`src/core/cig_regs.svh`:
```
// register indices, field positions, reset values and timing counts for the idle/gating block
// Functional notes
// - An idle instruction with any port request and a setup field other than 0111 raises the bus error flag and changes nothing.
// - A valid idle instruction copies the idle configuration into the idle state register, which then drives the domain clocks.
// - With the core idled execution halts right after the idle instruction; without it only memory port or fft idle is taken, data/io/fetch raise bus error.
// - Any unmasked interrupt clears idle state bits 0, 5, 6 and 8, waking the core, data, io and fetch ports.
// - Once the core is woken by an interrupt, the interrupt is seen in the flag register 3 core cycles later.
// - Interrupts never wake the memory port or the fft accelerator; only software does.
// - A gated peripheral keeps its full state and resumes where it stopped when its clock returns.
// - A write to the peripheral clock gate register reaches the clocks within 6 system clock cycles, with no idle instruction.
// - A peripheral gate bit at zero keeps that clock running and at one stops it.
// - The system clock off bit stops the system clock only while the wake pin is low; the wake pin high restarts it.
`ifndef CIG_REGS_SVH
`define CIG_REGS_SVH

`define CIG_IDX_W 14
`define CIG_IDX_ICR 14'h0001
`define CIG_IDX_IDLE_STATE_REG 14'h0002
`define CIG_IDX_PCG1 14'h1c02
`define CIG_IDX_EVT 14'h1c40
`define CIG_IDX_EMSK 14'h1c41

`define CIG_CPU_BIT 0
`define CIG_CFG_LO 1
`define CIG_CFG_HI 4
`define CIG_DATA_PORT_BIT 5
`define CIG_IO_PORT_BIT 6
`define CIG_MEM_PORT_BIT 7
`define CIG_FETCH_PORT_BIT 8
`define CIG_HWA_BIT 9
`define CIG_CFG_OK 4'h7
`define CIG_ICR_WMASK 16'h03ff
`define CIG_SYSOFF_BIT 15

`define CIG_EV_BUS_ERROR_FLAG 0
`define CIG_EV_IDLE 1
`define CIG_EV_WAKE 2
`define CIG_EV_W 3

`define CIG_ICR_RST 16'h0000
`define CIG_PCG1_RST 16'h0000
`define CIG_EVT_RST 3'h0
`define CIG_EMSK_RST 3'h0

`define CIG_IRQ_DETECT_CYC 2'h3

`endif

```
`src/core/cig_pkg.sv`:
```
// types shared by the idle/gating block
package cig_pkg;

  typedef struct packed {
    logic fft;
    logic fetch;
    logic mem;
    logic io;
    logic data;
    logic core;
  } cig_idle_s;

endpackage

```
`src/core/cig_top.sv`:
```
// cpu idle controller and peripheral clock gating behind a wishbone slave
//
// The Wishbone register port was decided locally.
`timescale 1ns/1ps
`include "cig_regs.svh"
module cig_top (
  // clock and reset
  input wire logic clk_i,
  input wire logic rst_i,
  // wishbone slave
  input wire logic wb_cyc_i,
  input wire logic wb_stb_i,
  input wire logic wb_we_i,
  input wire logic [3:0] wb_sel_i,
  input wire logic [15:0] wb_adr_i,
  input wire logic [31:0] wb_dat_i,
  output logic [31:0] wb_dat_o,
  output logic wb_ack_o,
  // cpu core side
  input wire logic idle_exec_i,
  input wire logic unmasked_irq_i,
  output cig_pkg::cig_idle_s idle_o,
  output logic bus_error_flag_o,
  output logic irq_detect_o,
  // peripheral and system clocks
  input wire logic wake_pin_i,
  output logic [14:0] periph_gate_o,
  output logic system_clock_en_o,
  // interrupt
  output logic irq_o
);
  import cig_pkg::*;

  logic [`CIG_IDX_W-1:0] idx;
  logic req;
  logic wr_fire;
  logic ack_reg;
  logic [31:0] dat_reg;
  logic [15:0] rd_word;
  logic [15:0] icr_reg;
  cig_idle_s idle_state_reg_reg;
  cig_idle_s idle_state_reg_next;
  cig_idle_s icr_idle;
  logic [15:0] pcg_reg;
  logic [14:0] gate_reg;
  logic sys_en_reg;
  logic [`CIG_EV_W-1:0] evt_reg;
  logic [`CIG_EV_W-1:0] emsk_reg;
  logic [`CIG_EV_W-1:0] ev_set;
  logic [`CIG_EV_W-1:0] ev_clr;
  logic irq_reg;
  logic bus_error_flag_reg;
  logic det_reg;
  logic [1:0] det_cnt_reg;
  logic idle_ok;
  logic idle_take;
  logic wake_core;

  function automatic logic [15:0] byte_merge(input logic [15:0] old, input logic [15:0] nw,
                                             input logic [1:0] sel);
    byte_merge = old;
    if (sel[0]) byte_merge[7:0] = nw[7:0];
    if (sel[1]) byte_merge[15:8] = nw[15:8];
  endfunction

  function automatic logic idle_cfg_valid(input logic [15:0] c);
    logic port_req;
    logic dep_req;
    port_req = c[`CIG_DATA_PORT_BIT] | c[`CIG_IO_PORT_BIT] | c[`CIG_FETCH_PORT_BIT] | c[`CIG_MEM_PORT_BIT];
    dep_req = c[`CIG_DATA_PORT_BIT] | c[`CIG_IO_PORT_BIT] | c[`CIG_FETCH_PORT_BIT];
    idle_cfg_valid = !(port_req && (c[`CIG_CFG_HI:`CIG_CFG_LO] != `CIG_CFG_OK))
                     && !(dep_req && !c[`CIG_CPU_BIT]);
  endfunction

  function automatic cig_idle_s to_idle(input logic [15:0] c);
    to_idle.fft = c[`CIG_HWA_BIT];
    to_idle.fetch = c[`CIG_FETCH_PORT_BIT];
    to_idle.mem = c[`CIG_MEM_PORT_BIT];
    to_idle.io = c[`CIG_IO_PORT_BIT];
    to_idle.data = c[`CIG_DATA_PORT_BIT];
    to_idle.core = c[`CIG_CPU_BIT];
  endfunction

  function automatic logic [15:0] idle_word(input cig_idle_s s);
    idle_word = 16'h0000;
    idle_word[`CIG_HWA_BIT] = s.fft;
    idle_word[`CIG_FETCH_PORT_BIT] = s.fetch;
    idle_word[`CIG_MEM_PORT_BIT] = s.mem;
    idle_word[`CIG_IO_PORT_BIT] = s.io;
    idle_word[`CIG_DATA_PORT_BIT] = s.data;
    idle_word[`CIG_CPU_BIT] = s.core;
  endfunction

  // wishbone classic: ack one cycle after the strobe, write lands on the ack edge
  assign idx = wb_adr_i[15:2];
  assign req = wb_cyc_i && wb_stb_i;
  assign wr_fire = req && wb_we_i && ack_reg;

  always_ff @(posedge clk_i) begin
    if (rst_i) begin
      ack_reg <= 1'b0;
    end else begin
      ack_reg <= req && !ack_reg;
    end
  end

  // unmapped indices read zero and still ack, so a stray access never hangs the bus
  always_comb begin
    case (idx)
      `CIG_IDX_ICR: rd_word = icr_reg;
      `CIG_IDX_IDLE_STATE_REG: rd_word = idle_word(idle_state_reg_reg);
      `CIG_IDX_PCG1: rd_word = pcg_reg;
      `CIG_IDX_EVT: rd_word = {13'h0000, evt_reg};
      `CIG_IDX_EMSK: rd_word = {13'h0000, emsk_reg};
      default: rd_word = 16'h0000;
    endcase
  end

  always_ff @(posedge clk_i) begin
    if (rst_i) begin
      dat_reg <= 32'h0000_0000;
    end else if (req && !ack_reg) begin
      dat_reg <= {16'h0000, rd_word};
    end
  end

  // idle configuration register
  always_ff @(posedge clk_i) begin
    if (rst_i) begin
      icr_reg <= `CIG_ICR_RST;
    end else if (wr_fire && idx == `CIG_IDX_ICR) begin
      icr_reg <= byte_merge(icr_reg, wb_dat_i[15:0], wb_sel_i[1:0]) & `CIG_ICR_WMASK;
    end
  end

  // idle instruction handling
  assign idle_ok = idle_cfg_valid(icr_reg);
  assign idle_take = idle_exec_i && idle_ok;
  assign icr_idle = to_idle(icr_reg);
  assign wake_core = unmasked_irq_i && idle_state_reg_reg.core;

  // interrupt wake is taken on the next edge; the core sees it on irq_detect_o three edges after that
  always_comb begin
    idle_state_reg_next = idle_state_reg_reg;
    if (idle_take) begin
      idle_state_reg_next = icr_idle;
    end
    if (unmasked_irq_i) begin
      idle_state_reg_next.core = 1'b0;
      idle_state_reg_next.data = 1'b0;
      idle_state_reg_next.io = 1'b0;
      idle_state_reg_next.fetch = 1'b0;
    end
    // memory port and accelerator keep their state here
  end

  // a rejected idle leaves idle_state_reg_next at its old value
  always_ff @(posedge clk_i) begin
    if (rst_i) begin
      idle_state_reg_reg <= '0;
    end else begin
      idle_state_reg_reg <= idle_state_reg_next;
    end
  end

  always_ff @(posedge clk_i) begin
    if (rst_i) begin
      bus_error_flag_reg <= 1'b0;
    end else begin
      bus_error_flag_reg <= idle_exec_i && !idle_ok;
    end
  end

  // interrupt detect delay after core wake
  always_ff @(posedge clk_i) begin
    if (rst_i) begin
      det_cnt_reg <= 2'h0;
      det_reg <= 1'b0;
    end else begin
      det_reg <= (det_cnt_reg == 2'h1);
      if (wake_core) begin
        det_cnt_reg <= `CIG_IRQ_DETECT_CYC;
      end else if (det_cnt_reg != 2'h0) begin
        det_cnt_reg <= det_cnt_reg - 2'h1;
      end
    end
  end

  // peripheral clock gate register; wake pin overrides the system clock off bit
  always_ff @(posedge clk_i) begin
    if (rst_i) begin
      pcg_reg <= `CIG_PCG1_RST;
    end else begin
      if (wr_fire && idx == `CIG_IDX_PCG1) begin
        pcg_reg <= byte_merge(pcg_reg, wb_dat_i[15:0], wb_sel_i[1:0]);
      end
      if (wake_pin_i) begin
        pcg_reg[`CIG_SYSOFF_BIT] <= 1'b0;
      end
    end
  end

  // gates are enables only, peripherals are never reset by them
  always_ff @(posedge clk_i) begin
    if (rst_i) begin
      gate_reg <= 15'h0000;
      sys_en_reg <= 1'b1;
    end else begin
      gate_reg <= pcg_reg[14:0];
      sys_en_reg <= !(pcg_reg[`CIG_SYSOFF_BIT] && !wake_pin_i);
    end
  end

  // event status, write one to clear; a new event beats a clear
  assign ev_set = {wake_core, idle_take, idle_exec_i && !idle_ok};
  assign ev_clr = (wr_fire && idx == `CIG_IDX_EVT && wb_sel_i[0]) ? wb_dat_i[2:0] : 3'h0;

  always_ff @(posedge clk_i) begin
    if (rst_i) begin
      evt_reg <= `CIG_EVT_RST;
      emsk_reg <= `CIG_EMSK_RST;
      irq_reg <= 1'b0;
    end else begin
      evt_reg <= (evt_reg & ~ev_clr) | ev_set;
      if (wr_fire && idx == `CIG_IDX_EMSK && wb_sel_i[0]) begin
        emsk_reg <= wb_dat_i[2:0];
      end
      irq_reg <= |(evt_reg & emsk_reg);
    end
  end

  assign wb_ack_o = ack_reg;
  assign wb_dat_o = dat_reg;
  assign idle_o = idle_state_reg_reg;
  assign bus_error_flag_o = bus_error_flag_reg;
  assign irq_detect_o = det_reg;
  assign periph_gate_o = gate_reg;
  assign system_clock_en_o = sys_en_reg;
  assign irq_o = irq_reg;
endmodule

```
`config.mk`:
```
export PLATFORM = sky130hd
export DESIGN_NAME = cig_top
export DESIGN_NICKNAME = d
export VERILOG_FILES = /design/src/core/cig_pkg.sv /design/src/core/cig_top.sv
export VERILOG_INCLUDE_DIRS = /design/src /design/src/core
export SDC_FILE = /design/constraint.sdc
export NUM_CORES = 1
export LEC_CHECK = 0
export BUFFER_PORTS_ARGS = -buffer_cell sky130_fd_sc_hd__buf_2
export CAP_MARGIN = 20
export CORE_ASPECT_RATIO = 0.5
export CORE_UTILIZATION = 45
export DETAILED_ROUTE_END_ITERATION = 7
export PLACE_DENSITY_LB_ADDON = 0.25
export SYNTH_ARGS = -nofsm -noshare
export SYNTH_HDL_FRONTEND = slang
export SYNTH_SLANG_ARGS = --single-unit
```
`constraint.sdc`:
```
create_clock -name clk_i -period 3.8 [get_ports clk_i]
set_input_delay 0.76 -clock clk_i [delete_from_list [all_inputs] [get_ports clk_i]]
set_output_delay 0.76 -clock clk_i [all_outputs]
set_load 0.05 [all_outputs]
```
==> results.md, run 1 <==
CTS:
- For the worst-skew pair, the clock arrives at the later sink with an insertion delay of 0.34 ns.
- The clock root buffer master is clkbuf_16.
- The TritonCTS clock tree is yes.
- CTS built an H-tree with a depth of 3.
- The number of buffers created by CTS is 9.
- The buffer depth of the longest clock path is 2.
- The post-cts gate resize count is 0.
- The number of sinks on the clock net is 76.
- The post-CTS setup buffer count is 0.
- The post-cts hold buffer count is 0.
- The clock-pin slew reported for the worst setup and hold paths after clock tree synthesis is 0.06 ns.

Timing:
- Subtracting the final worst setup slack from the clock period gives 2.55 ns.
- The timing-limited maximum frequency is about 400 MHz.
- Setup repair after global routing left no endpoint under its margin.
- Headroom to the max-slew limit came out at 38.1%.
- The setup skew after layout is roughly 0.0058 ns.
- In the final timing run, aggregate negative setup slack is 0 ns.
- At the pin with the least slew margin, the transition time is 0.916 ns.
- The number of hold violations in the final report is 0.
- The final critical path takes up 67.2% of the cycle.
- The count of pins over their slew limit is 0.
- Setup violations remaining at the end of the flow were counted as 0.

Floorplanning:
- For this configuration, the core starts out at a cell density of 47.6%.
- The area enclosed by the die boundary is between 7000 and 8000 um2.
- The I/O pin count is 118.
- In this run the horizontal extent of the chip is about 120 um.
- In this run the vertical extent of the chip is just over 60 um.
- The region available for standard cell placement spans 6830 um2.
- The floorplan has 21 rows.

Logic synthesis:
- Summing the sequential cell areas from Yosys gives 46.8% of the chip area.
- The share of the synthesized area in the top cell type is 46.8%.
- The post-synthesis cell type with the largest combined area is dfxtp_1.
- The number of synthesized flops with an enable pin is 0.
- The post-synthesis sequential element count is 76.
- For this run, asynchronously set or reset flops after synthesis account for 0%.
- The post-synthesis cell type count is between 50 and 60.
- The number of standard cells after synthesis is 358.
- The average instance in the mapped netlist occupies between 9 and 10 um2.
- Yosys attributes the largest share of cell area to dfxtp_1 (47%), a21oi_1 (6.8%), nand3_1 (6.3%).
- For this run, the leading register cell type out of synthesis is dfxtp_1.
- The netlist area before placement is 3250 um2.
- For this run, the number of Yosys warnings is 0.

Layout:
- The layout cell share with drive strength beyond 1 is about 27%.
- The area added between synthesis and finish is 20.0%.
- The library cell used most frequently in the layout, excluding fill and tap cells, is buf_2.
- In the layout the commonest cells are buf_2 (81), dfxtp_1 (76), a21oi_1 (44), nand3_1 (41), o21ai_0 (27).
- The count of antenna diodes in the layout is 0.
- Once layout is complete, the utilization of the core stands at 57.1%.
- The net count of the finished layout is 492.

Placed design:
- The last weighted congestion value of the routability-driven placer is 0.785.
- Input and output buffers added on the ports amount to between 80 and 90.
- The HPWL after detailed placement is 5610 um.

Job:
- The max-cap violation count is 0.

Power:
- The largest vdd supply drop is 0.000254 V.
- The static leakage power is 1.55 nW.
- Dividing total power by cell area gives a power density of 480 nW/um2.

Worst setup path:
- The startpoint class of the critical path is an input pin.
- In this run the worst setup path begins at wb_adr_i[7].
- The maximum cell stage delay along the critical path is roughly 0.73 ns.
- The endpoint of the lowest-slack register-to-register path is evt_reg[1].
- The category of the worst setup path capture point is a flop.
- In this run the worst setup path terminates at wb_dat_o[0].
- STA puts the critical path data required time at 4.04 ns.
- The number of buffers and inverters on the critical path is 1.
- The critical path goes through buf_2 -> or4_4 -> nor4_2 -> a22oi_1 -> a311oi_1.
- The depth of the worst register-to-register path is 4.
- By startpoint and endpoint, the worst setup path is classified as in -> reg.
- The kind of cell with the highest combined delay along the critical path is simple AND/OR/NAND/NOR gates.
- Counting buffers and inverters, the worst setup path is 5 cells deep.
- In this run the worst path has a maximum fanout of 7.
- For flop-to-flop paths, the worst setup slack is 2.06 ns.
- The source of the worst register-to-register timing path is wb_ack_o.
- Data on the critical path arrives at its endpoint at 2.80 ns.
- Among all stages on the critical path, the largest delay is contributed by nor4_2.

Global route:
- The global route total overflow is 0.
- The initial antenna violation count is 0.
- The maximum number of pins on one net before global-route repair is 25.
- The first-pass GRT wire length is 13000 um.
- The number of global-route vias before repair is around 2600.
- Global routing used 22.4% of the available tracks.

Run status:
- The run finished with clean final reports.

Route:
- The final layout contains routed wiring with a total length of about 8000 um.
- The first-pass detailed-route iteration total is 6.
- The average wire per cell in the routed design is ~15 um.
- In the routed layout, each cell is associated on average with a via count of 5.50.
- In this run, the number of DRC markers left after iteration 0 of detailed routing was 317.
- The post-route DRC violation count is 0.
- The number of vias in the routed layout is between 2000 and 3000.
- The remaining antenna violation count is 0.

Min path:
- The tightest min-delay check is of the reg -> reg type.
## power by group
group,switching [mW],internal (mW)
logic,0.117,0.0554
registers,0.00768,0.812
clock network,0.337,0.545
total,0.461,1.41
## stage by stage
stage | cells | power, mW | hold WS (ns) | worst slack [ns] | instance area (um2)
2_1_floorplan | 373 | 0.975 | 0.368 | 1.39 | 3310
3_3_place_gp | 511 | 1.01 | 0.383 | 0.963 | 3590
3_5_place_dp | 511 | 1.01 | 0.386 | 0.927 | 3590
4_1_cts | 527 | 1.89 | 0.400 | 1.27 | 3900
5_1_grt | 527 | 1.95 | 0.423 | 1.11 | 3900
6_report | 527 | 1.87 | 0.401 | 1.25 | 3900
## cells in the mapped netlist, types with 2 or more instances
library cell	number
nor3_1	7
o211ai_1	2
a21boi_0	2
nand3_1	41
o41ai_1	3
dfxtp_1	76
nor4_2	2
buf_4	19
clkbuf_1	12
nor2_1	9
a21oi_1	44
a22oi_1	2
buf_2	3
o21ai_1	9
o21ai_0	27
and2_1	3
buf_6	3
o31ai_1	6
a221oi_1	2
mux2_2	4
nor4b_1	4
ha_1	2
a222oi_1	8
nand2_1	16
inv_1	5
or4_1	2
nor2b_1	16
and3_1	3
or4_4	2
and4_1	2
## worst reg2reg max path, stage by stage (launching register included)
cell	delay (ns)
dfxtp_1	0.34
and4_1	0.39
nand2_2	0.32
o41ai_1	0.46
a21oi_1	0.12
## cell type report
cell class / instances / area (um2)
Clock inverter: 5 / 60.1
Tap cell: 92 / 115
Clock buffer: 11 / 253
Fill cell: 647 / 2930
Sequential cell: 76 / 1520
Timing Repair Buffer: 86 / 443
Multi-Input combinational cell: 251 / 1490
Inverter: 6 / 22.5
## routing by layer
metal  part of all wire, %  routed length (um)  vias to the layer above  GRT usage (%)
met2                    45                3590                      121           33.4
met1                    46                3680                     1343           30.7
met5                     0                   0                        -              0
met4                   1.3                 102                        0           6.86
li1                      -                   -                     1425              -
met3                   8.1                 652                       10           7.17
## cells by family after synthesis
family	synth area share [%]
multiplexers	1.39
flip-flops	46.8
adder cells (fa/ha/maj)	0.769
buffers and inverters	9.16
AO/OA/AOI/OAI	20.0
other	0.115
XOR/XNOR	0.269
AND/OR/NAND/NOR	21.5
## how the worst min path moves through the flow
stage                      startpoint                 to  slack [ns]  cells after the start
after detailed placement  pcg_reg[15]  system_clock_en_o        0.39                      1
final                     pcg_reg[15]  system_clock_en_o        0.40                      1
after global routing      pcg_reg[15]  system_clock_en_o        0.42                      1
after floorplan           pcg_reg[15]  system_clock_en_o        0.37                      1
after global placement    pcg_reg[15]  system_clock_en_o        0.38                      1
after CTS                 pcg_reg[15]  system_clock_en_o        0.40                      1
Note: power is estimated with default switching activity, not from simulation.
==> inputs of run 2 (changes only) <==
Clock period 3.8 ns to 2.4 ns, I/O delays scaled along.
==> run 2 against run 1 <==
Effect of this change:
- utilization increased by 0.38 points
- non-clock buffer count unchanged
- wire length decreased by 2.6%
- sequential share of layout area decreased by 0.26 points
- combinational power increased by 59%
- count of clock-buffer cells in the layout unchanged
- die area unchanged
==> results.md, run 2 (synthesized netlist as in run 1, its figures left out) <==
Timing:
- The shortest period the worst path allows is 2.02 ns.
- The count of pins over their slew limit is 0 (unchanged).
- The post-route setup TNS is 0 ns (unchanged).
- The tightest slew margin relative to the limit was 34.6% (was 38.1%).
- The number of hold violations in the final report came to 0 (unchanged).
- The timing-limited maximum frequency is about 500 MHz.
- The post-route fraction of the period consumed by the critical path is a little over four fifths.
- The actual transition at the worst max-transition pin is 0.968 ns (was 0.916 ns).
- The count of endpoints failing setup in the final report is 0 (unchanged).
- RSZ-0062 raised after global routing: no (unchanged).
- The setup skew after layout is 0.00503 ns (was 0.00579 ns).

Worst setup path:
- The family with the most delay on the worst path was compound AO/OA/AOI/OAI gates (was simple AND/OR/NAND/NOR gates).
- The category of the worst setup path capture point is a flop (unchanged).
- The sum of buffers and inverters on the critical path came to 2 (was 1).
- The required time of the critical path was 2.57 ns (was 4.04 ns).
- The start point of the critical path is wb_adr_i[2] (was wb_adr_i[7]).
- The startpoint class of the critical path is an input pin (unchanged).
- The maximum cell stage delay along the critical path was 0.89 ns (was 0.73 ns).
- The critical setup path kind is in -> reg (unchanged).
- Series of cell instances along the critical path: buf_2 -> or4b_4 -> nor4_4 -> buf_12 -> o41ai_1 -> o21ai_0 (was buf_2 -> or4_4 -> nor4_2 -> a22oi_1 -> a311oi_1).
- The standard cell with the maximum stage delay on the critical path is o41ai_1 (was nor4_2).
- The source of the worst register-to-register timing path is wb_ack_o (unchanged).
- The data arrival time of the critical path came to 2.19 ns (was 2.80 ns).
- The maximum fanout count along the critical path is 33 (was 7).

CTS:
- The clock root buffer master is clkbuf_16 (unchanged).
- The buffer depth of the longest clock path is 2 (unchanged).
- The post-CTS setup buffer count is 0 (unchanged).
- The number of sinks on the clock net was 76 (unchanged).
- The maximum level of the CTS H-tree is 3 (unchanged).
- The clock latency at the later pin of the worst-skew pair came to 0.34 ns (about the same).
- The post-cts gate resize count is 0 (unchanged).
- The clock-pin slew reported for the worst setup and hold paths after clock tree synthesis is 0.06 ns (about the same).
- The post-cts hold buffer count was 0 (unchanged).
- The number of buffers created by CTS was 9 (unchanged).
- The TritonCTS clock tree is yes (unchanged).

Power:
- The static leakage power is 1.55 nW (about the same).
- The ratio of total power to cell area came to 771 nW/um2 (was 480 nW/um2).
- The largest vdd supply drop was 0.000371 V (was 0.000254 V).

Floorplanning:
- The horizontal die dimension is 122 um (unchanged).
- The number of cell rows is 21 (unchanged).
- The starting utilization of the core area came to 47.6% (unchanged).
- The area enclosed by the die boundary is 7590 um2 (unchanged).
- The I/O pin count is 118 (unchanged).
- The area inside the core boundary came to 6830 um2 (unchanged).
- The die height is 62.1 um (unchanged).

Global route:
- The number of global-route vias before repair is 2519 (was 2562).
- The initial antenna violation count is 0 (unchanged).
- The total routing resource utilization after global routing is 21.8% (was 22.4%).
- The first-pass GRT wire length is 12600 um (was 13000 um).
- The maximum number of pins on one net before global-route repair is 34 (was 25).
- The global route total overflow is 0 (unchanged).

Layout:
- The final core utilization is 57.5% (was 57.1%).
- The net count of the finished layout is 492 (unchanged).
- The number of inserted filler cells in the final layout was 658 (was 647).
- Most frequent cells in the layout: buf_2 (81), dfxtp_1 (76), a21oi_1 (44), nand3_1 (41), o21ai_0 (27) (unchanged).
- The area added between synthesis and finish was 20.9% (was 20.0%).
- The most frequent standard cell in the layout excluding fill and tap cells was buf_2 (unchanged).
- The layout cell share with drive strength beyond 1 is 26.7% (was 26.9%).
- The count of antenna diodes in the layout was 0 (unchanged).
- The number of standard cells in the layout, taps in and fillers out is 527 (unchanged).

Route:
- The first-iteration detailed-routing DRC count is 308 (was 317).
- The ratio of routed vias to standard cells came to 5.45 (was 5.50).
- The first-pass detailed-route iteration total is 5 (was 6).
- The final routed wirelength across all metal layers came to 7820 um (was 8020 um).
- The remaining antenna violation count is 0 (unchanged).
- The number of vias in the routed layout came to 2874 (was 2899).
- The post-route DRC violation count is 0 (unchanged).
- The average wire per cell in the routed design is 14.8 um (was 15.2 um).

Job:
- The max-cap violation count came to 0 (unchanged).

Min path:
- The start point of the worst min-delay path was wake_pin_i (was pcg_reg[15]).
- The type of the tightest min-delay check is in -> reg (was reg -> reg).

Placed design:
- The number of cells in the design after placement was 511 (unchanged).
- The last weighted congestion value of the routability-driven placer is 0.789 (was 0.785).
- The HPWL after detailed placement is 5480 um (was 5610 um).
- The count of input and output buffers is 81 (unchanged).

Run status:
- Outcome: complete, no violations (unchanged).
## run 2: cell count changes in the layout (fill, tap and decap cells not counted)
| cell | change |
|---|---|
| clkinvlp_4 | +1 |
| buf_4 | -1 |
| clkbuf_8 | -1 |
| clkinv_4 | -2 |
| inv_6 | +1 |
| clkbuf_1 | +1 |
| buf_12 | +1 |
| clkinv_2 | -1 |
| bufinv_16 | +1 |
## run 2: path summary, 6_finish.rpt
kind                       endpoint  cells after the start  slack (ns)
setup / recovery        wb_dat_o[7]                      6        0.38
hold reg to reg   system_clock_en_o                      1        0.40
hold / removal    system_clock_en_o                      3        0.34
setup reg to reg         evt_reg[1]                      4        0.66
## run 2: power by group
part	leakage, nW	internal (mW)	total [mW]	switching, mW
registers	0.613	1.29	1.30	0.0104
clock network	0.152	0.942	1.46	0.519
logic	0.783	0.0880	0.274	0.186
## run 2: layer usage
metal | global-route usage, % | vias to the layer above | wire length [um]
met3 | 7.90 | 11 | 720
met5 | 0 | - | 0
met2 | 30.9 | 132 | 3350
li1 | - | 1421 | -
met1 | 30.3 | 1310 | 3650
met4 | 7.47 | 0 | 96
## run 2: final cells by class
type	instances	area, um2	area share [%]
sequential	76	1520	38.7
multi-input combinational	251	1490	37.9
clock inverter	5	83.8	2.13
timing repair buffer	86	455	11.6
clock buffer	11	243	6.18
tap	92	115	2.93
inverter	6	22.5	0.573
## run 2: worst register-to-register path, delay by kind of cell, from the launching register on
kind | cells | cell delay [ns]
compound gates | 2 | 0.55
simple gates | 2 | 0.71
flops | 1 | 0.35
## run 2: stage by stage
step / hold WS (ns) / total power [mW] / cell area, um2 / setup slack, ns
2_1_floorplan: 0.368 / 1.54 / 3310 / 0.266
3_3_place_gp: 0.383 / 1.59 / 3600 / 0.0479
3_5_place_dp: 0.382 / 1.60 / 3600 / 0.0196
4_1_cts: 0.331 / 3.06 / 3930 / 0.373
5_1_grt: 0.357 / 3.15 / 3930 / 0.123
6_report: 0.339 / 3.03 / 3930 / 0.384
